File: src/core/ich_pkg.sv
// Shared constants and types of the controller command handler
package ich_pkg;

  // ----------------------------------------------------------------
  // Byte layout
  // ----------------------------------------------------------------
  localparam int          BYTE_W      = 8;
  localparam int          REQ_INT_BIT = 7;
  localparam int          CODE_W      = 5;
  localparam logic [7:0]  BYTE_ZERO   = 8'h00;
  localparam int          FIFO_DEPTH  = 8;
  localparam int          PB_BYTES    = 5;
  localparam logic [2:0]  PB_LAST_IDX = 3'h4;
  localparam logic [2:0]  PB_FIRST_IDX = 3'h0;

  // ----------------------------------------------------------------
  // Command codes
  // ----------------------------------------------------------------
  localparam logic [CODE_W-1:0] CMD_DEV_STATUS    = 5'h03;
  localparam logic [CODE_W-1:0] CMD_INT_RESET     = 5'h04;
  localparam logic [CODE_W-1:0] CMD_INT_CLEAR     = 5'h05;
  localparam logic [CODE_W-1:0] CMD_INT_ENABLE    = 5'h0a;
  localparam logic [CODE_W-1:0] CMD_DISP_CHAR     = 5'h10;
  localparam logic [CODE_W-1:0] CMD_DISP_STATUS   = 5'h11;
  localparam logic [CODE_W-1:0] CMD_KEY_CHAR      = 5'h12;
  localparam logic [CODE_W-1:0] CMD_KEY_STATUS    = 5'h13;
  localparam logic [CODE_W-1:0] CMD_PARAM_FIRST   = 5'h15;
  localparam logic [CODE_W-1:0] CMD_PARAM_NEXT    = 5'h16;
  localparam logic [CODE_W-1:0] CMD_DISK_WRITE    = 5'h17;

  // ----------------------------------------------------------------
  // Device status byte: interrupt bit = device, error bit = offset + device
  // ----------------------------------------------------------------
  localparam int DEV_DISP    = 0;
  localparam int DEV_KBD     = 1;
  localparam int DEV_DISK    = 2;
  localparam int DEV_N       = 3;
  localparam int DEV_ERR_OFS = 4;

  // Display status byte
  localparam int DST_ILL_DATA = 0;
  localparam int DST_ILL_STAT = 1;

  // Keyboard status byte
  localparam int KST_DATA_READY   = 0;
  localparam int KST_DISP_PRESENT = 1;
  localparam int KST_KBD_PRESENT  = 2;
  localparam int KST_ILL_REQ      = 3;
  localparam int KST_TIMEOUT      = 4;

  // ----------------------------------------------------------------
  // Types
  // ----------------------------------------------------------------
  typedef struct packed {
    logic             is_cmd;
    logic [BYTE_W-1:0] data;
  } ich_hb_word_t;

  typedef struct packed {
    logic [BYTE_W-1:0] channel;
    logic [BYTE_W-1:0] instr;
    logic [BYTE_W-1:0] count;
    logic [BYTE_W-1:0] track;
    logic [BYTE_W-1:0] sector;
  } ich_param_block_t;

  typedef enum logic [2:0] {
    PEND_NONE     = 3'b000,
    PEND_DISP     = 3'b001,
    PEND_PB_FIRST = 3'b010,
    PEND_PB_NEXT  = 3'b011,
    PEND_INT_EN   = 3'b100,
    PEND_INT_RST  = 3'b101
  } ich_pend_t;

  typedef enum logic [1:0] {
    OUT_OTHER     = 2'b00,
    OUT_DISP_STAT = 2'b01,
    OUT_KBD_STAT  = 2'b10,
    OUT_DEV_STAT  = 2'b11
  } ich_out_kind_t;

endpackage

File: src/core/ich_fifo.sv
// Input byte FIFO between the host data buffer and the command handler
`timescale 1ns/100ps
`default_nettype none
module ich_fifo #(
  parameter int WIDTH = 9,
  parameter int DEPTH = 8
) (
  input  wire logic             i_clk,
  input  wire logic             i_rst_b,
  input  wire logic             i_valid,
  input  wire logic [WIDTH-1:0] i_data,
  output var  logic             o_ready,
  output var  logic             o_valid,
  output var  logic [WIDTH-1:0] o_data,
  input  wire logic             i_ready
);

  localparam int AW = (DEPTH > 1) ? $clog2(DEPTH) : 1;
  localparam logic [AW:0] FULL_CNT = (AW+1)'(DEPTH);

  initial begin
    if (DEPTH < 2 || (DEPTH & (DEPTH - 1)) != 0) begin
      $error("ich_fifo depth must be a power of two of at least 2");
    end
  end

  logic [WIDTH-1:0] mem_q [DEPTH];
  logic [AW-1:0]    wr_q;
  logic [AW-1:0]    rd_q;
  logic [AW:0]      cnt_q;
  logic [AW:0]      cnt_d;
  logic             push;
  logic             pop;

  assign push   = i_valid & o_ready;
  assign pop    = o_valid & i_ready;
  assign o_data = mem_q[rd_q];

  always_comb begin
    cnt_d = cnt_q;
    if (push && !pop) begin
      cnt_d = cnt_q + (AW+1)'(1);
    end else if (pop && !push) begin
      cnt_d = cnt_q - (AW+1)'(1);
    end
  end

  always_ff @(posedge i_clk) begin
    if (push) begin
      mem_q[wr_q] <= i_data;
    end
  end

  always_ff @(posedge i_clk or negedge i_rst_b) begin
    if (!i_rst_b) begin
      wr_q    <= '0;
      rd_q    <= '0;
      cnt_q   <= '0;
      o_ready <= 1'b0;
      o_valid <= 1'b0;
    end else begin
      if (push) begin
        wr_q <= wr_q + AW'(1);
      end
      if (pop) begin
        rd_q <= rd_q + AW'(1);
      end
      cnt_q   <= cnt_d;
      o_ready <= (cnt_d != FULL_CNT);
      o_valid <= (cnt_d != '0);
    end
  end

endmodule // ich_fifo
`default_nettype wire

File: src/core/ich_top.sv
// Command handler of the I/O controller facing the master processor
//
// Functional notes
// - Byte after display char command goes to display
// - Request bit or enable sets display interrupt
// - Display status command returns byte, clears error
// - Stray data byte sets display illegal-data flag
// - Display status command with request bit flags illegal
// - Keyboard char fetches byte, ignores request bit
// - Keyboard status command returns keyboard status byte
// - Display-present set once initialisation is done
// - Data-ready follows keyboard byte availability
// - Keyboard-present follows keyboard connection
// - Keyboard status with request bit flags illegal
// - Keyboard char without data sets timeout
// - Parameter block holds five bytes
// - Last parameter byte starts diskette transfer
// - First parameter command stores channel word
// - Next parameter command stores next byte
// - Display command codes 10000 and 10001
// - Keyboard command codes 10010 and 10011
// - Parameter codes 10101, 10110; write data 10111
`timescale 1ns/100ps
`default_nettype none
module ich_top #(
  parameter int FIFO_DEPTH = ich_pkg::FIFO_DEPTH
) (
  input  wire logic                      i_clk,
  input  wire logic                      i_rst_b,
  input  wire logic                      i_hb_wr,
  input  wire ich_pkg::ich_hb_word_t     i_hb_word,
  output var  logic                      o_hb_ready,
  input  wire logic                      i_ob_read,
  output var  logic                      o_obf,
  output var  logic [7:0]                o_ob_data,
  input  wire logic                      i_int_mask,
  output var  logic                      o_int,
  input  wire logic                      i_kbd_valid,
  input  wire logic [7:0]                i_kbd_char,
  input  wire logic                      i_kbd_present,
  output var  logic                      o_kbd_take,
  output var  logic                      o_disp_wr,
  output var  logic [7:0]                o_disp_char,
  output var  logic                      o_disk_start,
  output var  ich_pkg::ich_param_block_t o_param_block
);
  import ich_pkg::*;

  initial begin
    if (FIFO_DEPTH < 2) begin
      $error("ich_top needs an input FIFO of at least two words");
    end
  end

  // ----------------------------------------------------------------
  // Input FIFO
  // ----------------------------------------------------------------
  ich_hb_word_t f_word;
  logic         f_valid;
  logic         ob_free;

  assign ob_free = ~o_obf;

  ich_fifo #(
    .WIDTH ($bits(ich_hb_word_t)),
    .DEPTH (FIFO_DEPTH)
  ) u_fifo (
    .i_clk   (i_clk),
    .i_rst_b (i_rst_b),
    .i_valid (i_hb_wr),
    .i_data  (i_hb_word),
    .o_ready (o_hb_ready),
    .o_valid (f_valid),
    .o_data  (f_word),
    .i_ready (ob_free)
  );

  // ----------------------------------------------------------------
  // Decode of the byte taken this cycle
  // ----------------------------------------------------------------
  function automatic logic is_cmd_code(input ich_hb_word_t w, input logic [CODE_W-1:0] c);
    return w.is_cmd && (w.data[CODE_W-1:0] == c);
  endfunction

  logic pop;
  logic req_bit;
  logic take_data;

  assign pop       = f_valid & ob_free;
  assign req_bit   = f_word.data[REQ_INT_BIT];
  assign take_data = pop & ~f_word.is_cmd;

  // ----------------------------------------------------------------
  // State
  // ----------------------------------------------------------------
  ich_pend_t         pend_q;
  logic              pend_req_q;
  ich_out_kind_t     out_kind_q;
  logic [2:0]        pb_idx_q;
  logic [DEV_N-1:0]  dev_int_q;
  logic [DEV_N-1:0]  dev_err_q;
  logic [DEV_N-1:0]  int_en_q;
  logic              disp_ill_data_q;
  logic              disp_ill_stat_q;
  logic              kbd_ill_req_q;
  logic              kbd_timeout_q;
  logic              disp_present_q;
  logic              kbd_valid_q;
  logic [7:0]        disp_stat_byte;
  logic [7:0]        kbd_stat_byte;
  logic [7:0]        dev_stat_byte;
  logic              ob_clear;
  logic              disp_store;
  logic              pb_store;

  assign ob_clear   = i_ob_read & o_obf;
  assign disp_store = take_data & (pend_q == PEND_DISP);
  assign pb_store   = take_data & ((pend_q == PEND_PB_FIRST) | (pend_q == PEND_PB_NEXT));

  always_comb begin
    disp_stat_byte               = BYTE_ZERO;
    disp_stat_byte[DST_ILL_DATA] = disp_ill_data_q;
    disp_stat_byte[DST_ILL_STAT] = disp_ill_stat_q;
    kbd_stat_byte                   = BYTE_ZERO;
    kbd_stat_byte[KST_DATA_READY]   = i_kbd_valid;
    kbd_stat_byte[KST_DISP_PRESENT] = disp_present_q;
    kbd_stat_byte[KST_KBD_PRESENT]  = i_kbd_present;
    kbd_stat_byte[KST_ILL_REQ]      = kbd_ill_req_q;
    kbd_stat_byte[KST_TIMEOUT]      = kbd_timeout_q;
    dev_stat_byte                                 = BYTE_ZERO;
    dev_stat_byte[DEV_N-1:0]                      = dev_int_q;
    dev_stat_byte[DEV_ERR_OFS+DEV_N-1:DEV_ERR_OFS] = dev_err_q;
  end

  // ----------------------------------------------------------------
  // Data byte expectation
  // ----------------------------------------------------------------
  always_ff @(posedge i_clk or negedge i_rst_b) begin
    if (!i_rst_b) begin
      pend_q     <= PEND_NONE;
      pend_req_q <= 1'b0;
    end else if (pop) begin
      pend_req_q <= f_word.is_cmd ? req_bit : 1'b0;
      if (f_word.is_cmd) begin
        case (f_word.data[CODE_W-1:0])
          CMD_DISP_CHAR:   pend_q <= PEND_DISP;
          CMD_PARAM_FIRST: pend_q <= PEND_PB_FIRST;
          CMD_PARAM_NEXT:  pend_q <= PEND_PB_NEXT;
          CMD_INT_ENABLE:  pend_q <= PEND_INT_EN;
          CMD_INT_RESET:   pend_q <= PEND_INT_RST;
          default:         pend_q <= PEND_NONE;
        endcase
      end else begin
        pend_q <= PEND_NONE;
      end
    end
  end

  // ----------------------------------------------------------------
  // Display path
  // ----------------------------------------------------------------
  always_ff @(posedge i_clk or negedge i_rst_b) begin
    if (!i_rst_b) begin
      o_disp_wr   <= 1'b0;
      o_disp_char <= BYTE_ZERO;
    end else begin
      o_disp_wr <= disp_store;
      if (disp_store) begin
        o_disp_char <= f_word.data;
      end
    end
  end

  // Sticky display flags: a set in the read cycle wins over the clear
  always_ff @(posedge i_clk or negedge i_rst_b) begin
    if (!i_rst_b) begin
      disp_ill_data_q <= 1'b0;
      disp_ill_stat_q <= 1'b0;
    end else begin
      if (ob_clear && out_kind_q == OUT_DISP_STAT) begin
        disp_ill_data_q <= 1'b0;
        disp_ill_stat_q <= 1'b0;
      end
      if (take_data && pend_q == PEND_NONE) begin
        disp_ill_data_q <= 1'b1;
      end
      if (pop && is_cmd_code(f_word, CMD_DISP_STATUS) && req_bit) begin
        disp_ill_stat_q <= 1'b1;
      end
    end
  end

  // ----------------------------------------------------------------
  // Keyboard flags and presence
  // ----------------------------------------------------------------
  always_ff @(posedge i_clk or negedge i_rst_b) begin
    if (!i_rst_b) begin
      kbd_ill_req_q  <= 1'b0;
      kbd_timeout_q  <= 1'b0;
      disp_present_q <= 1'b0;
      kbd_valid_q    <= 1'b0;
    end else begin
      disp_present_q <= 1'b1;
      kbd_valid_q    <= i_kbd_valid;
      if (ob_clear && out_kind_q == OUT_KBD_STAT) begin
        kbd_ill_req_q <= 1'b0;
        kbd_timeout_q <= 1'b0;
      end
      if (pop && is_cmd_code(f_word, CMD_KEY_STATUS) && req_bit) begin
        kbd_ill_req_q <= 1'b1;
      end
      if (pop && is_cmd_code(f_word, CMD_KEY_CHAR) && !i_kbd_valid) begin
        kbd_timeout_q <= 1'b1;
      end
    end
  end

  // ----------------------------------------------------------------
  // Output data buffer
  // ----------------------------------------------------------------
  always_ff @(posedge i_clk or negedge i_rst_b) begin
    if (!i_rst_b) begin
      o_obf      <= 1'b0;
      o_ob_data  <= BYTE_ZERO;
      out_kind_q <= OUT_OTHER;
      o_kbd_take <= 1'b0;
    end else begin
      o_kbd_take <= 1'b0;
      if (ob_clear) begin
        o_obf <= 1'b0;
      end
      if (pop && f_word.is_cmd) begin
        case (f_word.data[CODE_W-1:0])
          CMD_DISP_STATUS: begin
            o_obf      <= 1'b1;
            o_ob_data  <= disp_stat_byte;
            o_ob_data[DST_ILL_STAT] <= disp_ill_stat_q | req_bit;
            out_kind_q <= OUT_DISP_STAT;
          end
          CMD_KEY_STATUS: begin
            o_obf      <= 1'b1;
            o_ob_data  <= kbd_stat_byte;
            o_ob_data[KST_ILL_REQ] <= kbd_ill_req_q | req_bit;
            out_kind_q <= OUT_KBD_STAT;
          end
          CMD_KEY_CHAR: begin
            o_obf      <= 1'b1;
            o_ob_data  <= i_kbd_valid ? i_kbd_char : BYTE_ZERO;
            o_kbd_take <= i_kbd_valid;
            out_kind_q <= OUT_OTHER;
          end
          CMD_DEV_STATUS: begin
            o_obf      <= 1'b1;
            o_ob_data  <= dev_stat_byte;
            out_kind_q <= OUT_DEV_STAT;
          end
          default: begin
          end
        endcase
      end
    end
  end

  // ----------------------------------------------------------------
  // Device interrupts, enables and errors
  // ----------------------------------------------------------------
  always_ff @(posedge i_clk or negedge i_rst_b) begin
    if (!i_rst_b) begin
      int_en_q <= '0;
    end else if (take_data && pend_q == PEND_INT_EN) begin
      int_en_q <= f_word.data[DEV_N-1:0];
    end
  end

  always_ff @(posedge i_clk or negedge i_rst_b) begin
    if (!i_rst_b) begin
      dev_int_q <= '0;
    end else begin
      if (pop && is_cmd_code(f_word, CMD_INT_CLEAR)) begin
        dev_int_q <= '0;
      end else if (take_data && pend_q == PEND_INT_RST) begin
        dev_int_q <= dev_int_q & ~f_word.data[DEV_N-1:0];
      end
      if (disp_store && (pend_req_q || int_en_q[DEV_DISP])) begin
        dev_int_q[DEV_DISP] <= 1'b1;
      end
      if (i_kbd_valid && !kbd_valid_q && int_en_q[DEV_KBD]) begin
        dev_int_q[DEV_KBD] <= 1'b1;
      end
      if (pb_store && (pend_req_q || int_en_q[DEV_DISK])) begin
        dev_int_q[DEV_DISK] <= 1'b1;
      end
    end
  end

  always_ff @(posedge i_clk or negedge i_rst_b) begin
    if (!i_rst_b) begin
      dev_err_q <= '0;
    end else begin
      if (ob_clear && out_kind_q == OUT_DEV_STAT) begin
        dev_err_q <= '0;
      end
      if (pop && is_cmd_code(f_word, CMD_DISP_STATUS)) begin
        dev_err_q[DEV_DISP] <= 1'b0;
      end
      if ((take_data && pend_q == PEND_NONE) || (pop && is_cmd_code(f_word, CMD_DISP_STATUS) && req_bit)) begin
        dev_err_q[DEV_DISP] <= 1'b1;
      end
      if (pop && f_word.is_cmd && req_bit && f_word.data[CODE_W-1:0] == CMD_KEY_STATUS) begin
        dev_err_q[DEV_KBD] <= 1'b1;
      end
      if (pop && is_cmd_code(f_word, CMD_KEY_CHAR) && !i_kbd_valid) begin
        dev_err_q[DEV_KBD] <= 1'b1;
      end
      if (pb_store && pend_q == PEND_PB_NEXT && pb_idx_q == PB_LAST_IDX) begin
        dev_err_q[DEV_DISK] <= 1'b1;
      end
    end
  end

  always_ff @(posedge i_clk or negedge i_rst_b) begin
    if (!i_rst_b) begin
      o_int <= 1'b0;
    end else begin
      o_int <= (|dev_int_q) & ~i_int_mask;
    end
  end

  // ----------------------------------------------------------------
  // Parameter block store and diskette start
  // ----------------------------------------------------------------
  always_ff @(posedge i_clk or negedge i_rst_b) begin
    if (!i_rst_b) begin
      pb_idx_q      <= PB_LAST_IDX;
      o_param_block <= '0;
      o_disk_start  <= 1'b0;
    end else begin
      o_disk_start <= 1'b0;
      if (pb_store && pend_q == PEND_PB_FIRST) begin
        o_param_block.channel <= f_word.data;
        pb_idx_q              <= PB_FIRST_IDX;
      end else if (pb_store && pb_idx_q != PB_LAST_IDX) begin
        case (pb_idx_q)
          3'h0:    o_param_block.instr  <= f_word.data;
          3'h1:    o_param_block.count  <= f_word.data;
          3'h2:    o_param_block.track  <= f_word.data;
          default: o_param_block.sector <= f_word.data;
        endcase
        pb_idx_q     <= pb_idx_q + 3'h1;
        o_disk_start <= (pb_idx_q + 3'h1 == PB_LAST_IDX);
      end
    end
  end
endmodule // ich_top
`default_nettype wire

File: config.mk
export PLATFORM = sky130hd
export DESIGN_NAME = ich_top
export DESIGN_NICKNAME = d
export VERILOG_FILES = /design/src/core/ich_pkg.sv /design/src/core/ich_fifo.sv /design/src/core/ich_top.sv
export SDC_FILE = /design/constraint.sdc
export NUM_CORES = 1
export LEC_CHECK = 0
export BUFFER_PORTS_ARGS = -buffer_cell sky130_fd_sc_hd__buf_2
export CAP_MARGIN = 20
export CELL_PAD_IN_SITES_DETAIL_PLACEMENT = 1
export CELL_PAD_IN_SITES_GLOBAL_PLACEMENT = 2
export CORE_ASPECT_RATIO = 0.9
export CORE_MARGIN = 5
export CORE_UTILIZATION = 35
export CTS_BUF_LIST = sky130_fd_sc_hd__clkbuf_16
export CTS_CLUSTER_DIAMETER = 80
export DETAILED_ROUTE_END_ITERATION = 12
export HOLD_SLACK_MARGIN = 0.08
export PLACE_DENSITY_LB_ADDON = 0.1
export RECOVER_POWER = 100
export REMOVE_ABC_BUFFERS = 1
export SLEW_MARGIN = 10
export SYNTH_ARGS = -nofsm -noshare
export SYNTH_HDL_FRONTEND = slang
export SYNTH_SLANG_ARGS = --single-unit
File: constraint.sdc
create_clock -name i_clk -period 6.2 [get_ports i_clk]
set_input_delay 0.62 -clock i_clk [delete_from_list [all_inputs] [get_ports i_clk]]
set_output_delay 0.62 -clock i_clk [all_outputs]
set_load 0.03 [all_outputs]
=== After elaboration in Yosys (flattened, before gate mapping) ===
Memories as Yosys holds them, arrays and structs flattened.
Cells that the tools add are included.

* Output and inout port bits: 62
* Flip-flop bits (word level): 97
* RAM bits: 72
* Logic and storage cells: 177
* Memories kept: 1

* Bitwise gates (word level): 17
* Equal/unequal tests: 24
* Multiplexer cells: 36
* $add $sub $neg: 5
* Reductions and logical operators: 60

{| class="wikitable"
|+ Memories
! memory !! depth !! bits a word !! read ports !! clocked after Yosys merged registers in !! write ports !! line !! RTL
|-
| u_fifo.mem_q || 8 || 9 || 1 || 0 || 1 || ich_fifo.sv:27 || <nowiki>logic [WIDTH-1:0] mem_q [DEPTH];</nowiki>
|}

{| class="wikitable"
|+ Operators with widths
! operator !! number
|-
| case mux 8 bit (4 select lines) || 1
|-
| == test 5 bit (second input constant) || 6
|-
| logical AND 1 bit || 30
|-
| two-way mux 1 bit || 24
|-
| two-way mux 3 bit || 6
|-
| case mux 3 bit (5 select lines) || 1
|-
| nonzero test 3 bit || 5
|-
| == test 3 bit (second input constant) || 4
|-
| AND reduction 3 bit || 4
|-
| nonzero test 2 bit || 6
|-
| == test 5 x 3 -> 1 bit (second input constant) || 2
|-
| adder 3 x 1 -> 3 bit (second input constant) || 3
|-
| == test 3 x 2 -> 1 bit (second input constant) || 3
|-
| two-way mux 4 bit || 2
|-
| two-way mux 8 bit || 1
|-
| case mux 2 bit (4 select lines) || 1
|-
| nonzero test 4 bit || 2
|-
| bitwise AND 1 bit || 7
|-
| == test 3 x 1 -> 1 bit (second input constant) || 2
|-
| logical NOT 3 bit || 2
|-
| OR reduction 3 bit || 2
|-
| == test 5 x 2 -> 1 bit (second input constant) || 1
|-
| == test 5 x 4 -> 1 bit (second input constant) || 1
|-
| inverter 1 bit || 5
|-
| 13 further kinds || 21
|}

=== Depth between registers and ports, before layout ===
* Depth in word-level cells: 7
* Depth in mapped cells: 10
* Gate-level depth less buffers: 6

=== By module ===
A second synthesis with hierarchy kept.

* Cell total of the unflattened synthesis: 484
* Area total of the unflattened synthesis: 7,190.6 µm²

{| class="wikitable"
|+ Modules (own cells, without submodules)
! module !! area each (µm²) !! cells an instance !! instances
|-
| ich_top || 3,734.8 || 306 || 1
|-
| ich_fifo || 3,455.8 || 178 || 1
|}

=== Worst setup path before layout ===
Ideal clock, no wire load.

* Path kind: register to register
* Start: register u_fifo.rd_q[0]
* End: register o_param_block[10] (netlist bit)
* Arrival: 2.526 ns
* Cell stages (with the launch flop): 10
* Setup time: 0.125 ns
* Buffers on the path: 3
* Period minus slack after synthesis: 2.651 ns
* Setup slack: 3.549 ns
* Path through: dfrtp_1 > buf_6 > buf_6 > mux4_2 > mux2i_4 > and4b_1 > buf_4 > nand2_4 > nor3b_4 > mux2_2

* Longest elaborated chain between the ends: 7
* Elaborated cells between the ends (all ways): 8

{| class="wikitable"
|+ Ends and longest elaborated chain
! item !! line !! RTL
|-
| start: declaration || ich_fifo.sv:29 || <nowiki>logic [AW-1:0] rd_q;</nowiki>
|-
| start signal: assignment || ich_fifo.sv:66 || <nowiki>rd_q <= rd_q + AW'(1);</nowiki>
|-
| memory read (8 x 9 bit) * || - ||
|-
| inverter 1 bit || ich_top.sv:91 || <nowiki>assign take_data = pop & ~f_word.is_cmd;</nowiki>
|-
| bitwise AND 1 bit || ich_top.sv:91 ||
|-
| bitwise AND 1 bit || ich_top.sv:118 || <nowiki>assign pb_store = take_data & ((pend_q == PEND_PB_FIRST) | (pend_q == PEND_PB_NEXT));</nowiki>
|-
| logical AND 1 bit || ich_top.sv:339 || <nowiki>if (pb_store && pend_q == PEND_PB_FIRST) begin</nowiki>
|-
| inverter 1 bit (no source line) || - ||
|-
| AND reduction 3 bit (no source line) || - ||
|-
| end: declaration || ich_top.sv:45 || <nowiki>output var ich_pkg::ich_param_block_t o_param_block</nowiki>
|}

Mark *: on every way between the ends. The rest lies on a longest branch, timed or not.
A chain may end at the register's enable or synchronous reset.

=== Final worst setup path ===
* Start: register u_fifo.rd_q[1]
* End: register o_param_block[5] (netlist bit)

Same word-level chain as after synthesis.

==> impl_results.md <==
- Status: finished, violations left
- Failing checks: capacitance limit, slew limit
- Gates resized, CTS repair: 0
- Power per cell area: 506 nW/um2
- TritonCTS clock tree: built
- Layout cells sized above 1: 19.4%
- # diodes: 0
- DRT Pass-1 Iters: 4
- Max Root-Sink Buffers: 2
- Via count: 4298
- Filler cells: 2114
- Max-slew headroom: -20.5%
- Hold depth: 2
- Overall routing resource usage: 16.0%
- Type of origin of the critical path: flop
- Clk root buf: clkbuf_16
- Io pins: 86
- EDFF count, synth: 72
- Unrepaired setup endpoints after global routing: false
- Routed Antenna Nets: 0
- WL final: 17400 um
- Area leader, netlist: dfrtp_1
- Total Neg Setup Slack: 0 ps
- CTS Buf Count: 17
- Pins Over Slew Limit: 104
- CP Max Fanout: 15
- Minimum clock period: 4430 ps
- H-tree Lvls: 4
- Synth Flop Type: dfrtp_1
- Seq/Total Area, Yosys: 65.5%
- First-pass GRT wire length: 27900 um
- Syn avg cell area: 14.7 um2
- Syn Inst Count: 476
- Port bufs: 85
- Path type of the worst min-delay path: in -> reg
- Initial antenna violation count: 0
- Die ar.: 23000 um2
- Synth unique cells: 54
- Mapped Area: 7010 um2
- Final hold violation count: 0
- Commonest non-fill, non-tap cell in the layout: dfrtp_1
- Largest net degree at the start of global routing: 74
- Peak Freq: 0.226 GHz
- Final Cycle Share: 71.5%
- Post-synth top area share: 34.3%
- Mean routed wirelength per cell: 20.7 um
- Worst vdd ir: 0.232 mV
- Global route overflow: 0
- DR iter-0 viols: 200
- Crit path DAT: 4750 ps
- CTS sink count: 169
- Number of max-cap violations: 5
- Vias in the first global route: 4658
- Endpoints failing setup: 0
- Synth warn: 0
- Post-route DRC: 0
- Net count, final: 607
- Seq cells post-synth: 169
- Routability cong.: 0.743
- R2R depth: 7
- Leak Pwr: 0.00318 uW
- Hold buffer count at CTS: 1
- Slew of the pin with the lowest slew margin: 1790 ps
- Worst EP required: 6510 ps
- Clk slew on worst S/H paths: 70 ps
- Async SR Flop Fraction: 57.4%
- Core area: 19900 um2
- Post-CTS Setup Bufs: 0
- Starting density of the core: 35.3%
- CP Capture Type: flop
- Minimum hold slack: 339 ps
- Vias per inst: 5.10
- Top post-synthesis cells by area: dfrtp_1 34%, edfxtp_1 31%, mux2_2 8.5%
- Synthesis-to-layout area growth: 16.1%
- Rows: 49
- Skew-Pair Late Insertion Delay: 430 ps
- Die height: 144 um
- Highest-count cells in the layout ignoring fill and taps: 96 x dfrtp_1, 79 x clkbuf_1, 72 x edfxtp_1
- Critical path type: reg -> reg
- Fin Clk Skew: 12.5 ps
- Die Wd: 159 um
- Final HPWL DP: 11900 um
[report_power, final]
group / switching [uW] / internal, uW
logic: 983 / 514
registers: 189 / 1420
clock network: 453 / 551
[registers in the layout, indices dropped and copies added, names as in the netlist, 2 cells and up]
register,count
u_fifo.mem_q,72
o_param_block,40
o_disp_char,8
o_ob_data,8
u_fifo.cnt_q,4
dev_err_q,3
dev_int_q,3
int_en_q,3
pb_idx_q,3
pend_q,3
u_fifo.rd_q,3
u_fifo.wr_q,3
out_kind_q,2
[critical path: stages, from the launching register on]
cell	delay [ps]
dfrtp_1	510
clkbuf_1	810
mux4_2	410
mux2i_1	300
and4b_1	460
nand2_1	230
nor3_1	1160
mux2_2	430
[final cells by class]
type	count	area [um2]	share of cell area (%)
inverters	11	41.3	0.508
multi-input cells	279	2220	27.2
repair buffers	96	414	5.09
clock buffers	17	425	5.23
flip-flops and latches	169	4590	56.4
well taps	255	319	3.92
clock inverters	15	126	1.55
[worst paths after layout]
| path | from | endpoint | slack (ps) |
|---|---|---|---|
| max | u_fifo.rd_q[1] | o_param_block[5] | 1770 |
| min | i_int_mask | o_int | 340 |
| max reg2reg | u_fifo.rd_q[1] | o_param_block[5] | 1770 |
| min reg2reg | u_fifo.cnt_q[3] | u_fifo.cnt_q[3] | 490 |
| max in group asynchronous | i_rst_b | u_fifo.rd_q[2] | 2350 |
| min in group asynchronous | i_rst_b | o_disp_char[0] | 1040 |
[metrics by stage]
stage	cell area (um2)	power, uW	setup slack (ps)	util [%]	std cells
detailed placement	7780	3240	2890	39.2	808
global route	8130	4390	1370	40.9	842
finish	8130	4120	1770	40.9	842
global placement	7730	3180	2580	38.9	805
floorplan	6920	2620	3110	-	459
CTS	8340	4260	2890	42.0	841
[logic make-up after synthesis]
kind of cell               Yosys count  share of synthesized area (%)
buffers and inverters               28                           1.86
DFF                                169                           65.5
adders and majority gates           10                           1.75
other                                1                         0.0535
xor gates and xnor gates             9                           1.12
and+or+nand+nor                    120                           9.14
AOI/OAI and AO/OA                   62                           5.41
muxes                               77                           15.2
[synth_stat cells, types with 2 or more instances]
| library cell | n |
|---|---|
| a21oi_1 | 9 |
| a22oi_1 | 3 |
| a2bb2oi_1 | 2 |
| and2_1 | 2 |
| buf_2 | 5 |
| buf_6 | 2 |
| clkbuf_1 | 8 |
| dfrtp_1 | 96 |
| edfxtp_1 | 72 |
| ha_1 | 9 |
| inv_1 | 11 |
| mux2_2 | 53 |
| mux2i_1 | 6 |
| mux4_2 | 17 |
| nand2_1 | 43 |
| nand2b_1 | 3 |
| nand3_1 | 14 |
| nand3b_1 | 2 |
| nand4_1 | 3 |
| nand4b_1 | 3 |
| nor2_1 | 22 |
| nor2b_1 | 3 |
| nor3_1 | 9 |
| nor3_4 | 2 |
| nor3b_4 | 2 |
| nor4_1 | 3 |
| o211ai_1 | 5 |
| o21a_1 | 2 |
| o21ai_0 | 26 |
| o21ai_1 | 2 |
| o22ai_1 | 4 |
| o31ai_1 | 3 |
| o41ai_1 | 2 |
| xnor2_1 | 8 |
[routing by layer]
layer,vias up,wire (um),track usage (%)
met5,-,0,0
met4,0,211,5.39
met3,17,794,4.47
met2,83,7990,24.4
met1,2229,8400,22.2
li1,1969,-,-
No activity file was read; power rests on OpenSTA's default activity.
